File: config.mk
export PLATFORM = sky130hd
export DESIGN_NAME = bdu_top
export DESIGN_NICKNAME = d
export VERILOG_FILES = /design/src/hdl/bdu_pkg.sv /design/src/hdl/bdu_acc_if.sv /design/src/hdl/bdu_top.sv /design/src/hdl/bdu_access.sv /design/src/hdl/bdu_match.sv
export SDC_FILE = /design/constraint.sdc
export NUM_CORES = 1
export LEC_CHECK = 0
export ABC_CLOCK_PERIOD_IN_PS = 7400
export BUFFER_PORTS_ARGS = -buffer_cell sky130_fd_sc_hd__buf_4
export CORE_MARGIN = 1.5
export CORE_UTILIZATION = 44
export DETAILED_ROUTE_END_ITERATION = 12
export GPL_TIMING_DRIVEN = 0
export PLACE_DENSITY = 0.61
export REMOVE_ABC_BUFFERS = 1
export SLEW_MARGIN = 20
export SYNTH_ARGS = -nofsm -noshare
export SYNTH_HDL_FRONTEND = slang
export SYNTH_SLANG_ARGS = --single-unit
export TNS_END_PERCENT = 5
File: constraint.sdc
create_clock -name sys_clk -period 7.4 [get_ports sys_clk]
set_input_delay 0.74 -clock sys_clk [delete_from_list [all_inputs] [get_ports sys_clk]]
set_output_delay 0.74 -clock sys_clk [all_outputs]
set_load 0.05 [all_outputs]
File: src/hdl/bdu_pkg.sv
package bdu_pkg;

   localparam int unsigned BDU_NUM_BP = 4;

   // debug register numbers as seen by the move instructions
   localparam logic [2:0] BDU_REG_ADDR_LAST = 3'h3;
   localparam logic [2:0] BDU_REG_ALIAS_LO  = 3'h4;
   localparam logic [2:0] BDU_REG_ALIAS_HI  = 3'h5;
   localparam logic [2:0] BDU_REG_STATUS    = 3'h6;
   localparam logic [2:0] BDU_REG_CONTROL   = 3'h7;

   // breakpoint_status fields
   localparam int unsigned BDU_STS_REGACC_BIT = 13;
   localparam int unsigned BDU_STS_STEP_BIT   = 14;
   localparam int unsigned BDU_STS_TASK_BIT   = 15;
   localparam logic [31:0] BDU_STATUS_MASK    = 32'h0000_e00f;
   localparam logic [31:0] BDU_STATUS_RST     = 32'h0000_0000;

   // breakpoint_control fields
   localparam int unsigned BDU_CTL_ARM_STRIDE   = 2;
   localparam int unsigned BDU_CTL_GLOBAL_OFS   = 1;
   localparam int unsigned BDU_CTL_LEXACT_BIT   = 8;
   localparam int unsigned BDU_CTL_GEXACT_BIT   = 9;
   localparam int unsigned BDU_CTL_GUARD_BIT    = 13;
   localparam int unsigned BDU_CTL_FIELD_BASE   = 16;
   localparam int unsigned BDU_CTL_FIELD_STRIDE = 4;
   localparam int unsigned BDU_CTL_LEN_OFS      = 2;
   localparam logic [31:0] BDU_CTL_LOCAL_MASK   = 32'h0000_0055;
   localparam logic [31:0] BDU_CTL_GLOBAL_MASK  = 32'h0000_00aa;
   localparam logic [31:0] BDU_CONTROL_MASK     = 32'hffff_23ff;
   localparam logic [31:0] BDU_CONTROL_RST      = 32'h0000_0000;
   localparam logic [31:0] BDU_ADDR_RST         = 32'h0000_0000;

   // match type and match size encodings
   localparam logic [1:0] BDU_RW_EXEC  = 2'h0;
   localparam logic [1:0] BDU_RW_WRITE = 2'h1;
   localparam logic [1:0] BDU_RW_IO    = 2'h2;
   localparam logic [1:0] BDU_RW_RDWR  = 2'h3;
   localparam logic [1:0] BDU_LEN_1    = 2'h0;
   localparam logic [1:0] BDU_LEN_2    = 2'h1;
   localparam logic [1:0] BDU_LEN_4    = 2'h3;
   localparam logic [2:0] BDU_SPAN_1   = 3'h1;
   localparam logic [2:0] BDU_SPAN_2   = 3'h2;
   localparam logic [2:0] BDU_SPAN_4   = 3'h4;

   // processor cycle kinds presented by the core
   localparam logic [1:0] BDU_KIND_FETCH = 2'h0;
   localparam logic [1:0] BDU_KIND_WRITE = 2'h1;
   localparam logic [1:0] BDU_KIND_IO    = 2'h2;
   localparam logic [1:0] BDU_KIND_READ  = 2'h3;

   localparam logic [7:0] BDU_VEC_DEBUG = 8'h01;
   localparam logic [7:0] BDU_VEC_BKPT  = 8'h03;
   localparam logic [7:0] BDU_OPC_BKPT  = 8'hcc;
   localparam logic [7:0] BDU_VEC_RST   = 8'h00;

   // undefined size code 10b is treated as one byte
   function automatic logic [2:0] bdu_span(input logic [1:0] len);
      logic [2:0] s;
      s = BDU_SPAN_1;
      if (len == BDU_LEN_2) s = BDU_SPAN_2;
      if (len == BDU_LEN_4) s = BDU_SPAN_4;
      return s;
   endfunction

endpackage

File: src/hdl/bdu_acc_if.sv
`timescale 1ns/1ns
interface bdu_acc_if;
   logic       req;
   logic       write;
   logic [2:0] num;
   logic       ext_en;
   logic       guard;
   logic       ud;
   logic       guard_hit;
   logic       go;
   logic [2:0] target;

   modport decoder (
      input  req, write, num, ext_en, guard,
      output ud, guard_hit, go, target
   );
   modport owner (
      output req, write, num, ext_en, guard,
      input  ud, guard_hit, go, target
   );
endinterface

File: src/hdl/bdu_top.sv
`timescale 1ns/1ns
// Functional notes
// - four address registers compared on every cycle
// - reserved numbers alias status/control when extensions off
// - reserved numbers raise undefined opcode when extensions on
// - all matching breakpoints flagged when an enabled one hits, only enabled ones trap
// - guarded debug register access flags and faults first
// - step flag traps after each retired instruction
// - task switch with trap flag sets flag, traps
// - local arms enable; cleared on every task switch
// - global arms enable, survive task switch, override local
// - legacy exact bits stored but inert
// - guard enables access fault; cleared on any exception
// - type field selects exec, write, io, read/write
// - size field selects one, two, four bytes
// - data, io, step, task events trap on vector 01h
// - exec breakpoints and guard hits fault on vector 01h
// - opcode CCh traps on vector 03h after completion
module bdu_top
   import bdu_pkg::*;
(
   input  wire logic        sys_clk,
   input  wire logic        rst_n,
   input  wire logic        cyc_valid,
   input  wire logic [31:0] cyc_addr,
   input  wire logic [1:0]  cyc_kind,
   input  wire logic [1:0]  cyc_len,
   input  wire logic        insn_retire,
   input  wire logic [7:0]  insn_opcode,
   input  wire logic        step_flag,
   input  wire logic        task_switch,
   input  wire logic        task_trap_flag,
   input  wire logic        ext_dbg_enable,
   input  wire logic        dr_req,
   input  wire logic        dr_write,
   input  wire logic [2:0]  dr_num,
   input  wire logic [31:0] dr_wdata,
   output logic [31:0]      dr_rdata,
   output logic             dr_done,
   output logic             exc_valid,
   output logic [7:0]       exc_vector,
   output logic             exc_fault,
   output logic             ud_fault
);
   logic [31:0]           bp_addr_q [BDU_NUM_BP];
   logic [31:0]           bp_addr_d [BDU_NUM_BP];
   logic [31:0]           sts_q;
   logic [31:0]           sts_d;
   logic [31:0]           ctl_q;
   logic [31:0]           ctl_d;
   logic                  pend_q;
   logic                  pend_d;
   logic [31:0]           rdata_q;
   logic [31:0]           rdata_d;
   logic                  done_q;
   logic                  done_d;
   logic                  exc_q;
   logic                  exc_d;
   logic [7:0]            vec_q;
   logic [7:0]            vec_d;
   logic                  fault_q;
   logic                  fault_d;
   logic                  ud_q;
   logic                  ud_d;
   logic [BDU_NUM_BP-1:0] bp_hit;
   logic [BDU_NUM_BP-1:0] bp_en;
   logic [BDU_NUM_BP-1:0] bp_exec;
   logic                  any_en_hit;
   logic                  exec_flt;
   logic                  data_hit;
   logic                  step_trap;
   logic                  task_trap;
   logic                  bkpt_trap;
   logic                  dbg_trap;
   logic                  any_exc;
   logic                  wr_go;

   bdu_acc_if acc ();

   assign acc.req    = dr_req;
   assign acc.write  = dr_write;
   assign acc.num    = dr_num;
   assign acc.ext_en = ext_dbg_enable;
   assign acc.guard  = ctl_q[BDU_CTL_GUARD_BIT];

   bdu_access u_access (
      .acc (acc)
   );

   for (genvar i = 0; i < BDU_NUM_BP; i++) begin : g_bp
      localparam int unsigned FB = BDU_CTL_FIELD_BASE +
                                   BDU_CTL_FIELD_STRIDE * i;
      localparam int unsigned AB = BDU_CTL_ARM_STRIDE * i;
      // global arm overrides a cleared local arm
      assign bp_en[i] = ctl_q[AB] ||
                        ctl_q[AB + BDU_CTL_GLOBAL_OFS];
      assign bp_exec[i] = (ctl_q[FB +: 2] == BDU_RW_EXEC);
      bdu_match u_match (
         .bp_addr   (bp_addr_q[i]),
         .bp_rw     (ctl_q[FB +: 2]),
         .bp_len    (ctl_q[FB + BDU_CTL_LEN_OFS +: 2]),
         .ext_en    (ext_dbg_enable),
         .cyc_valid (cyc_valid),
         .cyc_addr  (cyc_addr),
         .cyc_kind  (cyc_kind),
         .cyc_len   (cyc_len),
         .hit       (bp_hit[i])
      );
   end

   assign any_en_hit = |(bp_hit & bp_en);
   assign exec_flt   = |(bp_hit & bp_en & bp_exec);
   assign data_hit   = |(bp_hit & bp_en & ~bp_exec);
   assign step_trap  = insn_retire && step_flag;
   assign task_trap  = task_switch && task_trap_flag;
   assign bkpt_trap  = insn_retire && (insn_opcode == BDU_OPC_BKPT);
   // data hits of the retiring instruction still belong to it
   assign dbg_trap   = step_trap || task_trap ||
                       (insn_retire && (pend_q || data_hit));
   assign any_exc    = acc.guard_hit || exec_flt || dbg_trap || bkpt_trap;
   assign wr_go      = acc.go && dr_write;

   always_comb begin
      pend_d = insn_retire ? 1'b0 : (pend_q || data_hit);
   end

   always_comb begin
      for (int k = 0; k < BDU_NUM_BP; k++) begin
         bp_addr_d[k] = bp_addr_q[k];
         if (wr_go && acc.target == 3'(k)) begin
            bp_addr_d[k] = dr_wdata;
         end
      end
   end

   // hardware sets are applied after the software write: set wins
   always_comb begin
      sts_d = sts_q;
      if (wr_go && acc.target == BDU_REG_STATUS) begin
         sts_d = dr_wdata & BDU_STATUS_MASK;
      end
      if (any_en_hit) begin
         sts_d[BDU_NUM_BP-1:0] = sts_d[BDU_NUM_BP-1:0] | bp_hit;
      end
      if (acc.guard_hit) begin
         sts_d[BDU_STS_REGACC_BIT] = 1'b1;
      end
      if (step_trap) begin
         sts_d[BDU_STS_STEP_BIT] = 1'b1;
      end
      if (task_trap) begin
         sts_d[BDU_STS_TASK_BIT] = 1'b1;
      end
   end

   // exact bits are kept by the mask and read by nothing else
   always_comb begin
      ctl_d = ctl_q;
      if (wr_go && acc.target == BDU_REG_CONTROL) begin
         ctl_d = dr_wdata & BDU_CONTROL_MASK;
      end
      if (task_switch) begin
         ctl_d = ctl_d & ~BDU_CTL_LOCAL_MASK;
      end
      if (any_exc) begin
         ctl_d[BDU_CTL_GUARD_BIT] = 1'b0;
      end
   end

   always_comb begin
      rdata_d = rdata_q;
      done_d  = acc.go;
      if (acc.go && !dr_write) begin
         unique case (acc.target)
            BDU_REG_STATUS:  rdata_d = sts_q;
            BDU_REG_CONTROL: rdata_d = ctl_q;
            default: begin
               if (acc.target <= BDU_REG_ADDR_LAST) begin
                  rdata_d = bp_addr_q[acc.target[1:0]];
               end
            end
         endcase
      end
   end

   // one exception per cycle: faults before traps, vector 01h first
   always_comb begin
      exc_d   = any_exc;
      ud_d    = acc.ud;
      vec_d   = BDU_VEC_DEBUG;
      fault_d = acc.guard_hit || exec_flt;
      if (!acc.guard_hit && !exec_flt && !dbg_trap && bkpt_trap) begin
         vec_d = BDU_VEC_BKPT;
      end
      if (!any_exc) begin
         vec_d = vec_q;
      end
   end

   always_ff @(posedge sys_clk) begin
      if (!rst_n) begin
         for (int k = 0; k < BDU_NUM_BP; k++) begin
            bp_addr_q[k] <= BDU_ADDR_RST;
         end
         sts_q   <= BDU_STATUS_RST;
         ctl_q   <= BDU_CONTROL_RST;
         pend_q  <= 1'b0;
         rdata_q <= BDU_ADDR_RST;
         done_q  <= 1'b0;
         exc_q   <= 1'b0;
         vec_q   <= BDU_VEC_RST;
         fault_q <= 1'b0;
         ud_q    <= 1'b0;
      end else begin
         for (int k = 0; k < BDU_NUM_BP; k++) begin
            bp_addr_q[k] <= bp_addr_d[k];
         end
         sts_q   <= sts_d;
         ctl_q   <= ctl_d;
         pend_q  <= pend_d;
         rdata_q <= rdata_d;
         done_q  <= done_d;
         exc_q   <= exc_d;
         vec_q   <= vec_d;
         fault_q <= fault_d;
         ud_q    <= ud_d;
      end
   end

   assign dr_rdata   = rdata_q;
   assign dr_done    = done_q;
   assign exc_valid  = exc_q;
   assign exc_vector = vec_q;
   assign exc_fault  = fault_q;
   assign ud_fault   = ud_q;
endmodule

File: src/hdl/bdu_access.sv
`timescale 1ns/1ns
module bdu_access
   import bdu_pkg::*;
(
   bdu_acc_if.decoder acc
);
   logic is_alias;

   assign is_alias = (acc.num == BDU_REG_ALIAS_LO) ||
                     (acc.num == BDU_REG_ALIAS_HI);

   // guard is checked first so the debugger sees the access attempt
   assign acc.guard_hit = acc.req && acc.guard;
   assign acc.ud = acc.req && !acc.guard && acc.ext_en
                   && is_alias;
   assign acc.go = acc.req && !acc.guard && !(acc.ext_en && is_alias);

   always_comb begin
      acc.target = acc.num;
      if (!acc.ext_en && acc.num == BDU_REG_ALIAS_LO) begin
         acc.target = BDU_REG_STATUS;
      end
      if (!acc.ext_en && acc.num == BDU_REG_ALIAS_HI) begin
         acc.target = BDU_REG_CONTROL;
      end
   end
endmodule

File: src/hdl/bdu_match.sv
`timescale 1ns/1ns
module bdu_match
   import bdu_pkg::*;
(
   input  wire logic [31:0] bp_addr,
   input  wire logic [1:0]  bp_rw,
   input  wire logic [1:0]  bp_len,
   input  wire logic        ext_en,
   input  wire logic        cyc_valid,
   input  wire logic [31:0] cyc_addr,
   input  wire logic [1:0]  cyc_kind,
   input  wire logic [1:0]  cyc_len,
   output logic             hit
);
   logic [32:0] bp_end;
   logic [32:0] cyc_end;
   logic        overlap;
   logic        kind_ok;

   // 33-bit ends so a range at the top of memory does not wrap
   assign bp_end  = {1'b0, bp_addr} + {30'h0, bdu_span(bp_len)};
   assign cyc_end = {1'b0, cyc_addr} + {30'h0, bdu_span(cyc_len)};
   assign overlap = ({1'b0, bp_addr} < cyc_end) &&
                    ({1'b0, cyc_addr} < bp_end);

   always_comb begin
      kind_ok = 1'b0;
      unique case (bp_rw)
         BDU_RW_EXEC:  kind_ok = (cyc_kind == BDU_KIND_FETCH);
         BDU_RW_WRITE: kind_ok = (cyc_kind == BDU_KIND_WRITE);
         // io matching only with extensions on; otherwise undefined
         BDU_RW_IO:    kind_ok = ext_en && (cyc_kind == BDU_KIND_IO);
         BDU_RW_RDWR:  kind_ok = (cyc_kind == BDU_KIND_WRITE) ||
                                 (cyc_kind == BDU_KIND_READ);
      endcase
   end

   assign hit = cyc_valid && kind_ok && overlap;
endmodule

==> impl_metrics.tcl <==
set metrics [dict create \
    fillerInstances 3742 \
    reg2reg_from "ctl_q[19]" \
    fin_crit_sh_pct 87.3 \
    clockRootBuffer "clkbuf_16" \
    max_cap_violations 0 \
    synth.cell_area_um2 16900 \
    route.detailed.drc 0 \
    cp.arrival_ps 6940 \
    first_global_vias 15813 \
    portBuffers 126 \
    dpl_cell_area_um2 18800 \
    cts.reportedPaths.clkPinSlew_ps 60 \
    viasPerCell 6.08 \
    cp.required_ps 7880 \
    grt_usage_pct 33.8 \
    die_area_um2 39600 \
    crit_start "ctl_q[19]" \
    core-area_um2 37800 \
    dp_hpwl_um 52200 \
    ctsLongestPathBuffers 3 \
    synth_cell_type_count 67 \
    cts-htree-levels 1 \
    fin_area_um2 19600 \
    syn_inst 2138 \
    leakage_nw 7.46 \
    cellPowerDensity_nw_per_um2 146 \
    relSlewSlack_pct 16.4 \
    first_iter_violations 1358 \
    antenna_cells 0 \
    drt-pass1-iter-count 6 \
    drive_above_1_share_pct 11.2 \
    cp_max_fo 4 \
    peakVddDrop_mv 0.189 \
    status "completed" \
    nets 2589 \
    synth-seq-cells 201 \
    hold_viol 0 \
    drtAntennaViolNets 0 \
    worstSkewPairLatency_ps 560 \
    antenna_found_initial 0 \
    layout_common_cells "nand2_1 (457), a21oi_1 (265), ha_1 (259)" \
    post_cts_buffers 0 \
    clock.fmax_mhz 155 \
    hold_start "insn_retire" \
    cts.repair.resized 0 \
    routedWlPerCell_um 24.2 \
    ys.flop_type "dfxtp_1" \
    crit_family "simple AND/OR/NAND/NOR gates" \
    setup_viol 0 \
    numClockSinks 201 \
    max_slew.worst_pin.slew_ps 1240 \
    ios 133 \
    syn_area_per_cell_um2 7.91 \
    final_util_pct 51.8 \
    start_util_pct 44.8 \
    cts-buffers-inserted 25 \
    fp.dieH_um 199 \
    crit_type "register to register" \
    worstHoldPathType "primary input to register" \
    post-route-min-period_ps 6460 \
    cp_num_buf_inv 0 \
    grt_max_degree 70 \
    seq_area_frac_synth_pct 23.8 \
    endpoint_kind "register" \
    drv_slew 0 \
    die_x_um 199 \
    cp-start-kind "register" \
    synth_edf_count 0 \
    grt_pass1_wl_um 99400 \
    wl_um 66900 \
    fin_skew_ps 20.4 \
    rsz0062_at_grt "no" \
    overflow 0 \
    area_growth_pct 15.7 \
    hold_buffers 0 \
    ys.warnings.count 0 \
    cts_tree "yes" \
    gp_congestion 0.980 \
    async_reset_ff_share_pct 0 \
    holdWs_ps 409 \
    cp_common_cell "nand2_1" \
    final_common_cell "nand2_1" \
    cp_slowest_stage_delay_ps 760 \
    num_rows 71 \
    cp_slowest_cell "nor4_1" \
    crit_chain "nor2_1 -> ha_1 -> a21o_1 -> a21oi_1 -> nor2_1 -> nand2_1 -> or2_2 -> nor3_1 -> nand2_1 -> xor2_1 -> ha_1 -> nand2_1 -> o21ai_0 -> nor4_1 -> nand4_1 -> a311oi_1 -> and2_1 -> nor2b_1 -> o41ai_1 -> a21oi_1" \
    via_count 16816 \
]
==> synthesized netlist by cell type, drive strengths merged (21+ instances only) <==
master | count | area (um^2)
and3 | 21 | 131
nor2 | 113 | 424
a311oi | 22 | 193
nand3 | 88 | 440
mux4 | 32 | 721
a21o | 33 | 248
and4 | 25 | 219
nand4 | 58 | 369
nor3 | 24 | 125
inv | 40 | 150
xnor2 | 52 | 455
dfxtp | 201 | 4020
clkbuf | 80 | 300
nor2b | 21 | 131
nand2 | 457 | 1720
a21oi | 266 | 1330
xor2 | 103 | 902
ha | 259 | 3240
o21ai | 57 | 285
==> report_power, final <==
group / total (mW) / leakage (nW) / switching, mW / internal [mW]
combinational: 0.522 / 5.44 / 0.331 / 0.191
sequential: 1.13 / 1.63 / 0.0298 / 1.10
clock: 1.21 / 0.390 / 0.519 / 0.689
total: 2.86 / 7.46 / 0.880 / 1.98
==> path summary, 6_finish.rpt <==
check	endpoint	slack, ps	depth (start not counted)
hold / removal	pend_q	410	2
setup reg to reg	sts_q[2]	940	20
hold reg to reg	dr_rdata[0]	460	2
setup / recovery	sts_q[2]	940	20
==> stage by stage <==
stage                     setup WS (ps)  power, mW  std cells  setup TNS (ps)
final                               938       2.86       2764               0
after CTS                           935       2.87       2764               0
after floorplan                    1760       1.43       2055               0
after global routing                587       2.96       2764               0
after global placement            -5730       1.64       2692         -290310
after detailed placement            565       1.67       2720               0
==> state kept, by name, summed over array words and instances, names as in the netlist <==
register	cells
exc_valid	1
pend_q	1
ud_fault	1
sts_q	7
dr_rdata	32
exc_vector	2
exc_fault	1
bp_addr_q	128
dr_done	1
ctl_q	27
==> metal layers <==
layer	track usage [%]	routed length, um	up-vias
met3	4.83	4190	144
li1	-	-	7934
met4	12.6	2750	0
met2	57.5	32100	623
met1	43.1	27900	8115
met5	0	0	-
==> layout make-up <==
type	count	area, um^2	area share [%]
Multi-Input combinational cell	1813	12500	63.9
Sequential cell	201	4020	20.6
Timing Repair Buffer	154	1450	7.43
Clock buffer	34	689	3.52
Tap cell	511	639	3.27
Inverter	41	159	0.812
Clock inverter	10	92.6	0.473
==> worst register-to-register path, stage by stage, from the launching register on <==
cell      delay, ps
dfxtp_1         540
nor2_1          140
ha_1            290
a21o_1          100
a21oi_1         150
nor2_1          360
nand2_1         210
or2_2           390
nor3_1          700
nand2_1         150
xor2_1          180
ha_1            300
nand2_1          70
o21ai_0         290
nor4_1          760
nand4_1         390
a311oi_1        510
and2_1          230
nor2b_1         280
o41ai_1         190
a21oi_1         170
==> logic make-up after synthesis <==
kind of cell	count (synthesis)	share of synthesized area [%]
xor gates and xnor gates	155	8.03
DFF	201	23.8
adders and majority gates	264	19.8
AOI/OAI and AO/OA	483	17.2
buffers and inverters	129	3.01
and+or+nand+nor	861	23.2
other	1	0.0222
muxes	44	4.97
Power figures use the tool's default switching activity.
